===== src/rdc_map.svh =====
`ifndef RDC_MAP_SVH
`define RDC_MAP_SVH
// ************************************************************
// register offsets (byte addresses)
// ************************************************************
`define RDC_OFS_CMD   4'h0
`define RDC_OFS_ADDR  4'h4
`define RDC_OFS_STAT  4'h8
`define RDC_OFS_MODE  4'hc
// ************************************************************
// register fields
// ************************************************************
`define RDC_F_OP      1:0
`define RDC_F_BANK    4:2
`define RDC_F_INIT    5
`define RDC_S_STALE   3
// ************************************************************
// mode word fields and codes
// ************************************************************
`define RDC_M_CFG     2:0
`define RDC_M_BL      4:3
`define RDC_M_MUX     5
`define RDC_M_LOOP    7
`define RDC_M_TERM    9
`define RDC_M_ZERO    17:10
`define RDC_M_LOW     9:0
`define RDC_M_ALL     17:0
`define RDC_MODE_RST  18'h00000
`define RDC_CFG1      3'h0
`define RDC_CFG_MAX   3'h2
`define RDC_BL8       2'h2
`define RDC_BL_RSV    2'h3
// ************************************************************
// address layout and timing counts
// ************************************************************
`define RDC_ADDR_W    21
`define RDC_AX        10:0
`define RDC_AY        20:11
`define RDC_RL_BASE   4'h4
`define RDC_RL_STEP   4'h2
`define RDC_MSR_CYC   4'h6
`define RDC_LOOP_CYC  11'h400
`define RDC_OKAY      2'h0
`define RDC_SLVERR    2'h2
`endif


===== src/rdc_pkg.sv =====
package rdc_pkg;
   typedef enum logic [3:0] {
      ST_IDLE   = 4'b0001,
      ST_WAIT   = 4'b0010,
      ST_ISSUE  = 4'b0100,
      ST_SECOND = 4'b1000
   } rdc_state_e;
   typedef enum logic [1:0] {
      OP_MODE  = 2'h0,
      OP_READ  = 2'h1,
      OP_WRITE = 2'h2,
      OP_REF   = 2'h3
   } rdc_op_e;
endpackage : rdc_pkg

===== src/rdc_axil.sv =====
`timescale 1ns/1ps
`include "rdc_map.svh"
module rdc_axil import rdc_pkg::*; (
   // clock and reset
   input  wire logic        aclk,
   input  wire logic        aresetn,
   // write address and data
   input  wire logic [3:0]  awaddr,
   input  wire logic        awvalid,
   output logic             awready,
   input  wire logic [31:0] wdata,
   input  wire logic [3:0]  wstrb,
   input  wire logic        wvalid,
   output logic             wready,
   // write response
   output logic [1:0]       bresp,
   output logic             bvalid,
   input  wire logic        bready,
   // read channels
   input  wire logic [3:0]  araddr,
   input  wire logic        arvalid,
   output logic             arready,
   output logic [31:0]      rdata,
   output logic [1:0]       rresp,
   output logic             rvalid,
   input  wire logic        rready,
   // register side
   output logic             wr_en,
   output logic [3:0]       wr_addr,
   output logic [31:0]      wr_data,
   output logic [3:0]       rd_addr,
   input  wire logic [31:0] rd_data
);
   logic       aw_full_q;
   logic       w_full_q;
   logic [3:0] wstrb_q;
   logic       rd_pend_q;
   logic       wr_hit;

   // the mode word is read only, so a write to it is refused
   assign wr_hit = (wr_addr == `RDC_OFS_CMD) || (wr_addr == `RDC_OFS_ADDR)
                   || (wr_addr == `RDC_OFS_STAT);

   // ************************************************************
   // write path: address and data in either order, one at a time
   // ************************************************************
   always_ff @(posedge aclk) begin
      if (!aresetn) begin
         awready   <= 1'b0;
         wready    <= 1'b0;
         aw_full_q <= 1'b0;
         w_full_q  <= 1'b0;
         wstrb_q   <= 4'h0;
         bvalid    <= 1'b0;
         bresp     <= `RDC_OKAY;
         wr_en     <= 1'b0;
         wr_addr   <= 4'h0;
         wr_data   <= 32'h0;
      end else begin
         wr_en <= 1'b0;
         if (awvalid && awready) begin
            aw_full_q <= 1'b1;
            awready   <= 1'b0;
            wr_addr   <= awaddr;
         end else if (!aw_full_q && !bvalid) begin
            awready <= 1'b1;
         end
         if (wvalid && wready) begin
            w_full_q <= 1'b1;
            wready   <= 1'b0;
            wr_data  <= wdata;
            wstrb_q  <= wstrb;
         end else if (!w_full_q && !bvalid) begin
            wready <= 1'b1;
         end
         if (aw_full_q && w_full_q && !bvalid) begin
            aw_full_q <= 1'b0;
            w_full_q  <= 1'b0;
            bvalid    <= 1'b1;
            if (wr_hit && wstrb_q == 4'hf) begin
               wr_en <= 1'b1;
               bresp <= `RDC_OKAY;
            end else begin
               bresp <= `RDC_SLVERR;
            end
         end
         if (bvalid && bready) begin
            bvalid <= 1'b0;
         end
      end
   end

   // ************************************************************
   // read path
   // ************************************************************
   always_ff @(posedge aclk) begin
      if (!aresetn) begin
         arready   <= 1'b0;
         rvalid    <= 1'b0;
         rdata     <= 32'h0;
         rresp     <= `RDC_OKAY;
         rd_addr   <= 4'h0;
         rd_pend_q <= 1'b0;
      end else begin
         if (arvalid && arready) begin
            arready   <= 1'b0;
            rd_addr   <= araddr;
            rd_pend_q <= 1'b1;
         end else if (!rd_pend_q && !rvalid) begin
            arready <= 1'b1;
         end
         if (rd_pend_q) begin
            rd_pend_q <= 1'b0;
            rvalid    <= 1'b1;
            rdata     <= (rd_addr[1:0] == 2'h0) ? rd_data : 32'h0;
            rresp     <= (rd_addr[1:0] == 2'h0) ? `RDC_OKAY : `RDC_SLVERR;
         end
         if (rvalid && rready) begin
            rvalid <= 1'b0;
         end
      end
   end
endmodule : rdc_axil


===== src/rdc_ctrl.sv =====
`timescale 1ns/1ps
`include "rdc_map.svh"
module rdc_ctrl import rdc_pkg::*; #(
   parameter int          DIV      = 1,
   parameter int          ORG      = 0,
   parameter logic [3:0]  MSR_CYC  = `RDC_MSR_CYC,
   parameter logic [10:0] LOOP_CYC = `RDC_LOOP_CYC
) (
   // clock and reset
   input  wire logic        aclk,
   input  wire logic        aresetn,
   // register bus
   input  wire logic [3:0]  awaddr,
   input  wire logic        awvalid,
   output logic             awready,
   input  wire logic [31:0] wdata,
   input  wire logic [3:0]  wstrb,
   input  wire logic        wvalid,
   output logic             wready,
   output logic [1:0]       bresp,
   output logic             bvalid,
   input  wire logic        bready,
   input  wire logic [3:0]  araddr,
   input  wire logic        arvalid,
   output logic             arready,
   output logic [31:0]      rdata,
   output logic [1:0]       rresp,
   output logic             rvalid,
   input  wire logic        rready,
   // device pins
   output logic             dev_clk,
   output logic             dev_clk_n,
   output logic             chip_select_n,
   output logic             write_enable_n,
   output logic             refresh_strobe_n,
   output logic [20:0]      address,
   output logic [2:0]       bank_select
);
   logic        wr_en;
   logic [3:0]  wr_addr;
   logic [31:0] wr_data;
   logic [3:0]  rd_addr;
   logic [31:0] rd_data;
   logic [7:0]  div_q;
   logic        tick;
   rdc_state_e  st_q;
   rdc_op_e     op_q;
   rdc_op_e     new_op;
   logic [2:0]  pbank_q;
   logic        init_q;
   logic [20:0] paddr_q;
   logic [20:0] sw_addr_q;
   logic        pend_q;
   logic        err_q;
   logic        stale_q;
   logic        two_q;
   logic [17:0] mode_q;
   logic [3:0]  gap_q;
   logic [4:0]  quiet_q;
   logic [10:0] loop_cnt_q;
   logic [3:0]  bank_cnt_q [8];
   logic        any_busy;
   logic        go;
   logic        fire;
   logic        done;
   logic        cmd_legal;
   logic [3:0]  rl;
   logic [3:0]  wl;
   logic [1:0]  blc;
   logic        mux;
   logic        loop_rdy;
   logic [20:0] first_addr;

   // ************************************************************
   // helpers
   // ************************************************************
   function automatic logic [3:0] cfg_rl(input logic [2:0] c);
      return 4'(`RDC_RL_BASE + `RDC_RL_STEP * c[1:0]);
   endfunction : cfg_rl

   function automatic logic [3:0] beats(input logic [1:0] b);
      return 4'(4'h1 << b);
   endfunction : beats

   function automatic logic [4:0] addr_w(input logic [1:0] b);
      return 5'(`RDC_ADDR_W - ORG - int'(b));
   endfunction : addr_w

   function automatic logic mode_ok(input logic [17:0] m);
      return (m[`RDC_M_CFG] <= `RDC_CFG_MAX)
         && (m[`RDC_M_BL] != `RDC_BL_RSV)
         && !(m[`RDC_M_BL] == `RDC_BL8 && m[`RDC_M_CFG] == `RDC_CFG1)
         && (m[`RDC_M_ZERO] == 8'h00);
   endfunction : mode_ok

   // returns {write_enable_n, refresh_strobe_n}
   function automatic logic [1:0] op_code(input rdc_op_e o);
      case (o)
         OP_MODE:  return 2'h0;
         OP_READ:  return 2'h3;
         OP_WRITE: return 2'h1;
         default:  return 2'h2;
      endcase
   endfunction : op_code

   rdc_axil u_axil (
      .aclk    (aclk),
      .aresetn (aresetn),
      .awaddr  (awaddr),
      .awvalid (awvalid),
      .awready (awready),
      .wdata   (wdata),
      .wstrb   (wstrb),
      .wvalid  (wvalid),
      .wready  (wready),
      .bresp   (bresp),
      .bvalid  (bvalid),
      .bready  (bready),
      .araddr  (araddr),
      .arvalid (arvalid),
      .arready (arready),
      .rdata   (rdata),
      .rresp   (rresp),
      .rvalid  (rvalid),
      .rready  (rready),
      .wr_en   (wr_en),
      .wr_addr (wr_addr),
      .wr_data (wr_data),
      .rd_addr (rd_addr),
      .rd_data (rd_data)
   );

   // ************************************************************
   // device clock divider; tick marks the falling edge
   // ************************************************************
   always_ff @(posedge aclk) begin
      if (!aresetn) begin
         div_q     <= 8'h00;
         dev_clk   <= 1'b0;
         dev_clk_n <= 1'b1;
      end else if (div_q == 8'(DIV - 1)) begin
         div_q     <= 8'h00;
         dev_clk   <= ~dev_clk;
         dev_clk_n <= dev_clk;
      end else begin
         div_q <= div_q + 8'h01;
      end
   end
   assign tick = (div_q == 8'(DIV - 1)) && dev_clk;

   // ************************************************************
   // decoded mode
   // ************************************************************
   assign rl       = cfg_rl(mode_q[`RDC_M_CFG]);
   assign wl       = rl + 4'h1;
   assign blc      = mode_q[`RDC_M_BL];
   assign mux      = mode_q[`RDC_M_MUX];
   assign loop_rdy = mode_q[`RDC_M_LOOP] && (loop_cnt_q == 11'h0);
   assign new_op   = rdc_op_e'(wr_data[`RDC_F_OP]);
   assign fire     = tick && (st_q == ST_WAIT) && go;
   assign done     = tick && ((st_q == ST_ISSUE && !two_q)
                     || st_q == ST_SECOND);

   always_comb begin
      case (new_op)
         OP_MODE:  cmd_legal = mode_ok(sw_addr_q[`RDC_M_ALL]);
         OP_REF:   cmd_legal = 1'b1;
         default:  cmd_legal = (sw_addr_q >> addr_w(blc)) == 21'h0;
      endcase
   end

   always_comb begin
      any_busy = 1'b0;
      for (int i = 0; i < 8; i++) begin
         any_busy = any_busy || (bank_cnt_q[i] != 4'h0);
      end
   end

   always_comb begin
      go = (gap_q == 4'h0) && (bank_cnt_q[pbank_q] == 4'h0);
      case (op_q)
         OP_MODE: go = (init_q || gap_q == 4'h0) && (quiet_q == 5'h0)
                       && !any_busy;
         OP_READ: go = go && (loop_cnt_q == 11'h0);
         default: ;
      endcase
   end

   always_comb begin
      case (op_q)
         OP_MODE: first_addr = 21'(paddr_q[`RDC_M_LOW]);
         OP_REF:  first_addr = 21'h0;
         default: first_addr = mux ? 21'(paddr_q[`RDC_AX]) : paddr_q;
      endcase
   end

   // ************************************************************
   // software registers
   // ************************************************************
   always_ff @(posedge aclk) begin
      if (!aresetn) begin
         sw_addr_q <= 21'h0;
         op_q      <= OP_MODE;
         pbank_q   <= 3'h0;
         init_q    <= 1'b0;
         paddr_q   <= 21'h0;
         pend_q    <= 1'b0;
         err_q     <= 1'b0;
         stale_q   <= 1'b0;
      end else begin
         if (wr_en && wr_addr == `RDC_OFS_ADDR) begin
            sw_addr_q <= wr_data[20:0];
         end
         if (done) begin
            pend_q <= 1'b0;
         end
         if (wr_en && wr_addr == `RDC_OFS_CMD) begin
            if (pend_q || !cmd_legal) begin
               err_q <= 1'b1;
            end else begin
               pend_q  <= 1'b1;
               err_q   <= 1'b0;
               op_q    <= new_op;
               pbank_q <= wr_data[`RDC_F_BANK];
               init_q  <= wr_data[`RDC_F_INIT];
               paddr_q <= sw_addr_q;
            end
         end
         if (fire && op_q == OP_MODE && paddr_q[`RDC_M_BL] != blc) begin
            stale_q <= 1'b1;
         end else if (wr_en && wr_addr == `RDC_OFS_STAT
                      && wr_data[`RDC_S_STALE]) begin
            stale_q <= 1'b0;
         end
      end
   end

   // ************************************************************
   // command sequencer and pins
   // ************************************************************
   always_ff @(posedge aclk) begin
      if (!aresetn) begin
         st_q             <= ST_IDLE;
         two_q            <= 1'b0;
         chip_select_n    <= 1'b1;
         write_enable_n   <= 1'b1;
         refresh_strobe_n <= 1'b1;
         address          <= 21'h0;
         bank_select      <= 3'h0;
      end else if (tick) begin
         case (st_q)
            ST_IDLE: begin
               if (pend_q) begin
                  st_q <= ST_WAIT;
               end
            end
            ST_WAIT: begin
               if (go) begin
                  st_q          <= ST_ISSUE;
                  chip_select_n <= 1'b0;
                  {write_enable_n, refresh_strobe_n} <= op_code(op_q);
                  bank_select   <= (op_q == OP_MODE) ? 3'h0 : pbank_q;
                  address       <= first_addr;
                  two_q         <= mux && (op_q != OP_REF);
               end
            end
            ST_ISSUE: begin
               chip_select_n    <= 1'b1;
               write_enable_n   <= 1'b1;
               refresh_strobe_n <= 1'b1;
               bank_select      <= 3'h0;
               if (two_q && op_q != OP_MODE) begin
                  address <= 21'(paddr_q[`RDC_AY]);
               end else begin
                  address <= 21'h0;
               end
               st_q <= two_q ? ST_SECOND : ST_IDLE;
            end
            ST_SECOND: begin
               address <= 21'h0;
               st_q    <= ST_IDLE;
            end
            default: st_q <= ST_IDLE;
         endcase
      end
   end

   // ************************************************************
   // mode word and timing counters, all in device clocks
   // ************************************************************
   always_ff @(posedge aclk) begin
      if (!aresetn) begin
         mode_q     <= `RDC_MODE_RST;
         gap_q      <= 4'h0;
         quiet_q    <= 5'h0;
         loop_cnt_q <= 11'h0;
         for (int i = 0; i < 8; i++) begin
            bank_cnt_q[i] <= 4'h0;
         end
      end else if (tick) begin
         if (gap_q != 4'h0) begin
            gap_q <= gap_q - 4'h1;
         end
         if (quiet_q != 5'h0) begin
            quiet_q <= quiet_q - 5'h1;
         end
         if (loop_cnt_q != 11'h0) begin
            loop_cnt_q <= loop_cnt_q - 11'h1;
         end
         for (int i = 0; i < 8; i++) begin
            if (bank_cnt_q[i] != 4'h0) begin
               bank_cnt_q[i] <= bank_cnt_q[i] - 4'h1;
            end
         end
         if (fire) begin
            case (op_q)
               OP_MODE: begin
                  mode_q <= paddr_q[`RDC_M_ALL];
                  gap_q  <= MSR_CYC - 4'h1;
                  if (!paddr_q[`RDC_M_LOOP]) begin
                     loop_cnt_q <= 11'h0;
                  end else if (!mode_q[`RDC_M_LOOP]) begin
                     loop_cnt_q <= LOOP_CYC;
                  end
               end
               OP_READ, OP_WRITE: begin
                  quiet_q <= {1'b0, wl} + {1'b0, beats(blc)}
                             + {4'h0, mux};
                  bank_cnt_q[pbank_q] <= rl - 4'h1;
               end
               default: bank_cnt_q[pbank_q] <= rl - 4'h1;
            endcase
         end
      end
   end

   // ************************************************************
   // register read mux
   // ************************************************************
   always_comb begin
      case (rd_addr)
         `RDC_OFS_CMD:  rd_data = {26'h0, init_q, pbank_q, op_q};
         `RDC_OFS_ADDR: rd_data = {11'h0, sw_addr_q};
         `RDC_OFS_STAT: rd_data = {11'h0, mode_q[`RDC_M_TERM],
                                   mode_q[`RDC_M_LOOP], mux, blc, rl, wl,
                                   rl, stale_q, loop_rdy, err_q, pend_q};
         `RDC_OFS_MODE: rd_data = {14'h0, mode_q};
         default:       rd_data = 32'h0;
      endcase
   end
endmodule : rdc_ctrl


===== config.mk =====
export PLATFORM = sky130hd
export DESIGN_NAME = rdc_ctrl
export DESIGN_NICKNAME = d
export VERILOG_FILES = /design/src/rdc_pkg.sv /design/src/rdc_axil.sv /design/src/rdc_ctrl.sv
export VERILOG_INCLUDE_DIRS = /design/src
export SDC_FILE = /design/constraint.sdc
export NUM_CORES = 1
export LEC_CHECK = 0
export ABC_AREA = 1
export BUFFER_PORTS_ARGS = -buffer_cell sky130_fd_sc_hd__buf_2
export CORE_MARGIN = 8
export CORE_UTILIZATION = 55
export DETAILED_ROUTE_END_ITERATION = 10
export GPL_ROUTABILITY_DRIVEN = 1
export PLACE_DENSITY = 0.72
export SETUP_SLACK_MARGIN = 0.15
export SKIP_CTS_REPAIR_TIMING = 1
export SYNTH_ARGS = -nofsm -noshare
export SYNTH_HDL_FRONTEND = slang
export SYNTH_SLANG_ARGS = --single-unit

===== constraint.sdc =====
create_clock -name aclk -period 3.8 [get_ports aclk]
set_input_delay 0.57 -clock aclk [delete_from_list [all_inputs] [get_ports aclk]]
set_output_delay 0.57 -clock aclk [all_outputs]
set_load 0.01 [all_outputs]

Yosys cells after proc, flatten, opt, wreduce, memory -nomap -nowiden --
Memory sizes are Yosys's and may differ from the RTL's. A register that Yosys moved wholly into a read port is not among the register bits. Cells that the tools add are included.
Cells by class: $add $sub $neg 18, multipliers 0, div/mod/pow operators 0, order comparisons 1, equal/unequal tests 20, shift-type cells 2, muxes and demuxes 98, bitwise gates (word level) 12, reductions and logical operators 99
Operators with widths (count):
- $pmux 21 s4 | 1
- $mux 21 | 3
- $pmux 21 s3 | 1
- $mux 4 | 15
- $mux 11 | 5
- $mux 1 | 54
- $pmux 21 s2 | 1
- $sub 4x1->4 const B | 10
- $reduce_bool 4->1 | 9
- $logic_and 1x1->1 | 33
- $logic_not 21->1 | 1
- $shr 21x5->21 | 1
- $eq 4x4->1 const B | 5
- $reduce_or 2->1 | 9
- $logic_not 4->1 | 4
- $logic_not 8->1 | 2
- $mux 5 | 3
- $reduce_and 3->1 | 5
- $eq 4x3->1 const B | 3
- $logic_or 1x1->1 | 12
- $mux 3 | 4
- $pmux 4 s3 | 1
- $logic_not 11->1 | 1
- $reduce_bool 11->1 | 1
- other kinds (32) | 66
Storage, ports and cells: flip-flop bits (word level) 209, latch bits 0, memory bits (writable) 32, bits in read-only memories 0, output and inout port bits 70, word-level logic and storage cells 289, memories kept 1
Memory list:
- bank_cnt_q | words 8, bits a word 4, read ports 9, clocked after memory_dff 1, wr ports 9, RTL line rdc_ctrl.sv:61 | logic [3:0] bank_cnt_q [8];

Longest topological paths before layout --
Gate-level depths: netlist of the first run. An unclocked memory read counts as a cell.
depth in word-level cells 18, mapped depth 15

By module --
Synthesis of the first run repeated with hierarchy kept, for this count alone.
Second synthesis, totals: cells, all modules 1582, area total of the unflattened synthesis 11989.0 µm²
By module, submodules not included:
- rdc_ctrl | instances 1, cells an instance 1195, area each 8807.2 µm², seq. area each 3643.5 µm²
- rdc_axil | instances 1, cells an instance 387, area each 3181.8 µm², seq. area each 1741.7 µm²

Least setup slack after synthesis of the first run --
No wires, ideal clock.
kind reg-to-reg, start point memory bank_cnt_q[5][0], end point memory bank_cnt_q[1][0] (enable), arrival 1.828 ns, required time 3.487 ns, setup slack 1.658 ns, cell stages (with the launch flop) 12, buffers on the path 1, period minus slack after synthesis 2.142 ns, path through edfxtp_1 -> inv_1 -> ha_1 -> nand3_1 -> nor3_4 -> nand4_4 -> nand2_4 -> nand4_2 -> buf_6 -> nor2_8 -> inv_2 -> nand3b_1
RTL lines (RTL line):
- start: declaration | rdc_ctrl.sv:61

==> results of run 1 <==
-- registers in the layout, summed over array words and instances, names as in the netlist, 2 cells and up, named ones only --
name	count
paddr_q	21
u_axil.wstrb_q	4
u_axil.rd_addr	4
bank_select	3
u_axil.wr_addr	4
bank_cnt_q	32
div_q	8
address	21
op_q	2
u_axil.wr_data	21
sw_addr_q	21
loop_cnt_q	11
u_axil.rdata	21
st_q	4
mode_q	18
pbank_q	3
gap_q	4
quiet_q	5
-- cell usage after synthesis, types with 4 or more instances --
| cell type | instances |
|---|---|
| o21ai_0 | 144 |
| o21ai_1 | 12 |
| nand3_2 | 4 |
| nor2_1 | 189 |
| edfxtp_1 | 32 |
| nor2_8 | 4 |
| xnor2_1 | 6 |
| buf_6 | 6 |
| clkbuf_1 | 42 |
| nand2_2 | 4 |
| dfxtp_1 | 199 |
| or2_2 | 6 |
| buf_2 | 9 |
| nor2_2 | 6 |
| xor2_1 | 17 |
| nand4_1 | 17 |
| o22ai_1 | 11 |
| buf_1 | 4 |
| nor2_4 | 7 |
| nand3_1 | 94 |
| a211oi_1 | 7 |
| a21oi_1 | 113 |
| inv_1 | 152 |
| inv_2 | 24 |
| ha_1 | 29 |
| nand2_1 | 245 |
| nor3_1 | 28 |
| nand3b_1 | 5 |
| buf_4 | 16 |
| a221oi_1 | 12 |
-- final cells by class --
class | instances | area (sq um) | area share, %
multi-input cells | 1001 | 5180 | 41.2
clock inverters | 10 | 93.8 | 0.746
inverters | 177 | 664 | 5.28
well taps | 270 | 338 | 2.69
clock buffers | 38 | 792 | 6.30
repair buffers | 107 | 566 | 4.50
flip-flops and latches | 231 | 4940 | 39.3
-- worst max-delay path, stage by stage (launching register included) --
cell,delay (ns)
dfxtp_1,0.50
inv_1,0.08
ha_1,0.37
inv_2,0.17
o21ai_1,0.09
a21oi_2,0.14
nand3_2,0.15
nand2_4,0.13
nand4_2,0.39
buf_4,0.33
nor2_8,0.09
inv_2,0.05
nand3_1,0.16
-- cells by family (layout without fill, tap and decap cells) --
group,Yosys count,after routing,synth area share (%)
AO/OA/AOI/OAI,310,310,14.9
XOR/XNOR,23,23,1.81
adder cells (fa/ha/maj),30,30,3.43
buffers and inverters,254,332,9.59
flip-flops,231,231,44.3
other,1,13,0.0336
AND/OR/NAND/NOR,625,625,25.8
-- metal layers --
layer | wire (microns) | track usage (%) | up-vias
met3 | 2150 | 3.96 | 52
met5 | 0 | 0 | -
met1 | 12100 | 28.7 | 4508
li1 | - | - | 4957
met2 | 12800 | 36.7 | 324
met4 | 640 | 5.97 | 0
-- worst paths after layout --
check | to | slack (ns) | cells after the start | startpoint
worst max-delay path | bank_cnt_q[5][0] | 0.85 | 12 | op_q[0]
worst min-delay path | u_axil.bvalid | 0.23 | 2 | bready
worst max register to register | bank_cnt_q[5][0] | 0.85 | 12 | op_q[0]
worst min register to register | dev_clk_n | 0.45 | 2 | dev_clk_n
-- power breakdown --
part | switching, mW | internal (mW)
Clock | 1.01 | 1.52
Sequential | 0.0902 | 2.61
Combinational | 0.601 | 0.321
-- metrics by stage --
step,instance area [sq um],hold WS (ns),total power [mW],worst slack [ns],cells
3_3_place_gp,11700,0.437,3.64,0.945,1786
4_1_cts,12600,0.217,6.20,0.854,1834
6_report,12600,0.231,6.16,0.845,1834
2_1_floorplan,11200,0.426,3.48,1.66,1486
5_1_grt,12600,0.225,6.44,0.613,1834
3_5_place_dp,11700,0.439,3.67,0.880,1786
==> flow_summary.ini, run 1 <==
[critical_path]
start_kind = flip-flop
crit_fanout = 16
worstPathArrival_ns = 3.17
crit_type = reg -> reg
endpoint_kind = flip-flop
required_ns = 4.02

[route]
vias_per_cell = 5.37
wl_microns = 27700
antenna_left = 0
drcViolationCount = 0
avgRoutedWirePerCell_microns = 15.1
drt_iter0_drc = 827
drtPass1Iterations = 6
vias = 9841

[die]
num_rows = 52
core_area_sq_um = 20000
dieArea_sq_um = 25100
start_util_pct = 55.6
fp.dieH_microns = 158
die_w_microns = 158
ios = 121

[placed_design]
hpwl_microns = 19900
place.gp.congestion = 0.882
io_buffers = 96

[sta]
period_needed_ns = 2.95
maxSlewViolCount = 0
finalSetupTns_ns = 0
relSlewSlack_pct = 37.1
tightestPinTransition_ns = 0.940
finalCritPeriodShare_pct = 77.8
final-hold-violation-count = 0
skew_ns = 0.00777
setup_viol = 0
fmax_mhz = 338
rsz0062_at_grt = false

[power_and_ir_drop]
p_leak_nw = 5.45
power_per_cell_area_nw_per_um2 = 490
irDropWorstVdd_mv = 0.329

[clocking]
clkSinkCount = 231
clk_pin_slew_worst_paths_ns = 0.06
insertion_delay_ns = 0.53
cts_buffers = 26
cts_root_buffer = clkbuf_16
clockBufferDepth = 3
cts_tree = built
cts.htree.levels = 1

[grt]
grt_pass1_wl_microns = 45000
antenna_found_initial = 0
grt_pass1_vias = 9203
grt_max_degree = 88
gr-total-overflow = 0
grt_usage_pct = 22.0

[synthesis]
netlist_area_sq_um = 11200
synth_top_cell_area_share_pct = 35.7
synth.area.top_cells = dfxtp_1 (36%), edfxtp_1 (8.6%), nand2_1 (8.2%), o21ai_0 (6.5%), nor2_1 (6.4%)
netlist_instances = 1474
synth_edf_count = 32
ys_seq_elements = 231
synthFlopType = dfxtp_1
synthDistinctLibCells = 51
yosysTopAreaCell = dfxtp_1
yosys_warnings = 0
async_reset_ff_share_pct = 0
syn_area_per_cell_sq_um = 7.56
synth_sequential_area_ratio_pct = 44.3

[finish]
mostFrequentLayoutCells = nand2_1 (245), dfxtp_1 (199), nor2_1 (189), inv_1 (151), o21ai_0 (144)
area_delta_synth_final_pct = 12.8
diodes = 0
drive_gt1_share_pct = 14.2
fin_util_pct = 62.8
fillers = 1821
final_common_cell = nand2_1
nNetsFinal = 1625

[worst_hold_path]
hold_class = in -> reg

[status]
run_status = complete, no violations

[run]
drv_cap = 0
Power figures use the tool's default switching activity.
==> run 2: changes to the inputs <==
Settings changed: CORE_UTILIZATION 55 to 53, PLACE_DENSITY 0.72 to 0.73.
Clock period 3.8 ns to 2.6 ns, I/O delays scaled along.
==> run 2 against run 1 <==
Core utilization decreased by 1.7 points. Sequential cell count unchanged. Setup slack got worse by 0.59 ns. Non-clock buffer count increased by 13. Count of clock-buffer cells in the layout decreased by 3. First-iteration DRC count increased by 20%. Die area increased by 3.4%.
==> flow_summary.ini, run 2 (synthesized netlist as in run 1, its figures left out) <==
[critical_path]
critical-path-max-stage-delay_ns = 0.42
path_cells = inv_1 -> ha_1 -> nand2_1 -> nor3_4 -> nand4_4 -> nand2_4 -> nand4_4 -> buf_12 -> nor2_4 -> inv_2 -> nand3_1
crit_fanout = 6
crit_type = reg -> reg
path_buf_inv = 3
r2r_cells = 11
cpMostUsedCell = nand4_4
endpoint_kind = flip-flop
crit_cells = 11
crit_path_top_delay_cell = edfxtp_1
worstPathArrival_ns = 2.56
critical-path-top-delay-family = simple AND/OR/NAND/NOR gates
start_kind = flip-flop
required_ns = 2.81

[finish]
area_delta_synth_final_pct = 14.0
diodes = 0
nNetsFinal = 1637
drive_gt1_share_pct = 14.8
mostFrequentLayoutCells = nand2_1 (244), dfxtp_1 (199), nor2_1 (187), inv_1 (151), o21ai_0 (144)
largest-register = bank_cnt_q
largest_reg_flops = 32
final_common_cell = nand2_1
fin_util_pct = 61.1

[power_and_ir_drop]
p_leak_nw = 5.53
clockPowerShare_pct = 38.6
irDropWorstVdd_mv = 0.481
p_seq_share_pct = 45.3
switching_share_pct = 28.0
p_int_mw = 6.27
power_per_cell_area_nw_per_um2 = 685
power_switching_mw = 2.44
total_power_mw = 8.71
pwr-share-comb_pct = 16.0

[worst_hold_path]
hold_class = in -> reg
hold_path_depth = 2

[die]
core_area_sq_um = 20800
dieArea_sq_um = 25900
fp.dieH_microns = 161
ios = 121
die_w_microns = 161
num_rows = 53
start_util_pct = 53.6

[route]
vias_per_cell = 5.36
wl_microns = 27800
drtPass1Iterations = 5
antenna_left = 0
drt_iter0_drc = 990
drcViolationCount = 0
vias = 9917
avgRoutedWirePerCell_microns = 15.1

[sta]
whs_ns = 0.0582
tightestPinTransition_ns = 0.817
finalCritPeriodShare_pct = 90.4
setup_viol = 0
fmax_mhz = 426
final-hold-violation-count = 0
rsz0062_at_grt = true
relSlewSlack_pct = 45.1
finalSetupTns_ns = 0
period_needed_ns = 2.35
maxSlewViolCount = 0
skew_ns = 0.0121

[grt]
antenna_found_initial = 0
grt_util_met3_pct = 3.97
grt_pass1_wl_microns = 45900
grt_usage_pct = 20.9
grt_pass1_vias = 9273
top_usage_layer = met2
gr-total-overflow = 0
grt_max_degree = 101
met2_usage_pct = 33.9
use_met1_pct = 27.9

[placed_design]
io_buffers = 96
hpwl_microns = 20000
place.gp.congestion = 0.871

[clocking]
clockBufferDepth = 3
cts_tree = built
cts.htree.levels = 1
cts_root_buffer = clkbuf_16
clkSinkCount = 231
insertion_delay_ns = 0.52
clk_pin_slew_worst_paths_ns = 0.06
cts_buffers = 25

[run]
drv_cap = 0

[status]
run_status = complete, no violations
## run 2: stage by stage
stage	setup WS (ns)	std cells	instance area, sq um
after floorplan	0.458	1486	11200
after global placement	0.135	1800	11800
after detailed placement	0.109	1800	11800
after CTS	0.0610	1845	12600
after global routing	0.119	1849	12700
final	0.251	1849	12700
## run 2: final cells by class
type	instances	area [sq um]
fill	1908	8110
clock inverter	10	53.8
timing repair buffer	120	734
multi-input combinational	1001	5250
clock buffer	35	726
tap	275	344
inverter	177	666
sequential	231	4940
## run 2: power by group through the flow
stage	logic [mW]	registers (mW)	clock network, mW
after floorplan	1.08	4.00	0
after global placement	1.35	4.02	0
after detailed placement	1.38	4.03	0
after CTS	1.39	3.95	3.42
after global routing	1.58	3.98	3.58
final	1.40	3.95	3.37
## run 2: final timing paths
check | start | end | slack, ns
worst max-delay path | bank_cnt_q[6][0] | bank_cnt_q[7][1] | 0.25
worst min-delay path | bready | u_axil.bvalid | 0.06
worst max register to register | bank_cnt_q[6][0] | bank_cnt_q[7][1] | 0.25
worst min register to register | quiet_q[4] | quiet_q[4] | 0.46
## run 2: layer usage
metal  vias up  wire length (microns)
met4         0                    648
met3        43                   2040
met2       342                  12700
met1      4536                  12400
met5         -                      0
li1       4996                      -
==> run 3: changes to the inputs <==
Settings changed: CORE_MARGIN 8 to 1.
==> run 3 against run 2 <==
Cell count rose by 0.38%. Global-route usage rose by 3.9 points. Non-clock buffer count rose by 10. Critical path type unchanged. Largest cell class unchanged. Largest power group unchanged. Highest routed layer unchanged.
==> flow_summary.ini, run 3 (synthesized netlist as in run 1, its figures left out) <==
[clocking]
cts_root_buffer = clkbuf_16
clk_pin_slew_worst_paths_ns = 0.06
cts.htree.levels = 1
insertion_delay_ns = 0.54
clockBufferDepth = 3
cts_tree = built
cts_buffers = 26
clkSinkCount = 231

[finish]
nNetsFinal = 1648
area_delta_synth_final_pct = 15.3
largest-register = bank_cnt_q
largest_reg_flops = 32
mostFrequentLayoutCells = nand2_1 (243), dfxtp_1 (199), nor2_1 (188), inv_1 (150), o21ai_0 (143)
stdcell_area_sq_um = 12900
diodes = 0
final_common_cell = nand2_1
drive_gt1_share_pct = 15.9

[critical_path]
crit_fanout = 10
start_kind = flip-flop
crit_path_top_delay_cell = edfxtp_1
critical-path-max-stage-delay_ns = 0.40
required_ns = 2.83
crit_type = reg -> reg
endpoint_kind = flip-flop
path_buf_inv = 3
critical-path-top-delay-family = simple AND/OR/NAND/NOR gates
cpMostUsedCell = nand2_2
path_cells = inv_1 -> ha_2 -> nand2_2 -> nor2_4 -> nand2_2 -> nor3_4 -> nand4_4 -> nand2_4 -> nand4_2 -> buf_12 -> nor2_8 -> inv_2 -> nand3b_1
worstPathArrival_ns = 2.63

[sta]
setup_viol = 0
rsz0062_at_grt = true
fmax_mhz = 418
finalCritPeriodShare_pct = 92.1
skew_ns = 0.0240
final-hold-violation-count = 0
finalSetupTns_ns = 0
tightestPinTransition_ns = 0.718
period_needed_ns = 2.39
maxSlewViolCount = 0
fin_ws_ns = 0.205
relSlewSlack_pct = 52.1

[route]
avgRoutedWirePerCell_microns = 14.7
vias = 9880
highest_layer = met4
drcViolationCount = 0
antenna_left = 0
drt_iter0_drc = 692
wl_microns = 27300
met3_wirelength_microns = 1870
drtPass1Iterations = 7
route.met2.wl_microns = 12600
vias_per_cell = 5.32
drt-met1-wl_microns = 12300

[power_and_ir_drop]
pwr-share-comb_pct = 16.0
irDropWorstVdd_mv = 0.532
p_leak_nw = 5.57
p_int_mw = 6.54
p_seq_share_pct = 43.7
power_switching_mw = 2.51
clockPowerShare_pct = 40.3
switching_share_pct = 27.7
power_per_cell_area_nw_per_um2 = 704

[die]
dieArea_sq_um = 21600
ios = 121
core_area_sq_um = 20400
num_rows = 52
start_util_pct = 54.6
fp.dieH_microns = 147
die_w_microns = 147

[placed_design]
placed_cell_area_sq_um = 11900
pre_cts_slack_ns = 0.101
place.gp.congestion = 0.889
io_buffers = 96
hpwl_microns = 19300

[grt]
grt_pass1_wl_microns = 44000
gr-total-overflow = 0
antenna_found_initial = 0
grt_pass1_vias = 8923
grt_max_degree = 151
grt_usage_pct = 24.8

[worst_hold_path]
hold_class = in -> reg

[run]
drv_cap = 0

[status]
run_status = complete, no violations
-- run 3: changes by cell type in the layout (fill, tap and decap cells not counted), moves of 2 or more --
cell / previous run / this run
nand3_1: 92 / 90
buf_4: 19 / 30
nand3_2: 6 / 8
nand2_2: 4 / 6
ha_2: 0 / 3
clkinv_1: 4 / 1
clkbuf_8: 2 / 6
ha_1: 29 / 26
clkinv_2: 6 / 3
clkbuf_1: 6 / 8
-- run 3: power by group through the flow --
stage          clock [mW]  sequential [mW]  combinational (mW)
4_1_cts              3.68             3.95                1.41
5_1_grt              3.85             3.97                1.63
3_3_place_gp            0             4.02                1.37
3_5_place_dp            0             4.03                1.40
6_report             3.64             3.96                1.45
2_1_floorplan           0             4.00                1.08
-- run 3: final timing paths --
check / slack (ns) / cells past startpoint / start / endpoint
worst max-delay path: 0.21 / 13 / bank_cnt_q[1][0] / bank_cnt_q[1][1]
worst min register to register: 0.46 / 2 / u_axil.wstrb_q[1] / u_axil.wstrb_q[1]
worst min-delay path: 0.03 / 2 / rready / u_axil.rvalid
worst max register to register: 0.21 / 13 / bank_cnt_q[1][0] / bank_cnt_q[1][1]
-- run 3: through the flow --
| step | hold WS (ns) | total power, mW | util, % | std cells |
|---|---|---|---|---|
| final | 0.0285 | 9.05 | 62.9 | 1856 |
| after global routing | 0.0216 | 9.45 | 62.9 | 1856 |
| after CTS | 0.0197 | 9.05 | 62.3 | 1849 |
| after detailed placement | 0.448 | 5.43 | 58.1 | 1802 |
| after global placement | 0.440 | 5.38 | 58.1 | 1802 |
| after floorplan | 0.426 | 5.08 | - | 1486 |
-- run 3: per-layer routing --
layer	up-vias	track usage, %
met5	-	0
met4	0	6.60
met3	47	4.10
met2	325	40.7
met1	4484	33.9
li1	5024	-
-- run 3: area by class of cell --
cell class              instances  area (sq um)
multi-input cells            1001          5250
flip-flops and latches        231          4940
clock inverters                 6          83.8
well taps                     270           338
repair buffers                130           792
fillers                      1818          7570
clock buffers                  41           788
inverters                     177           667
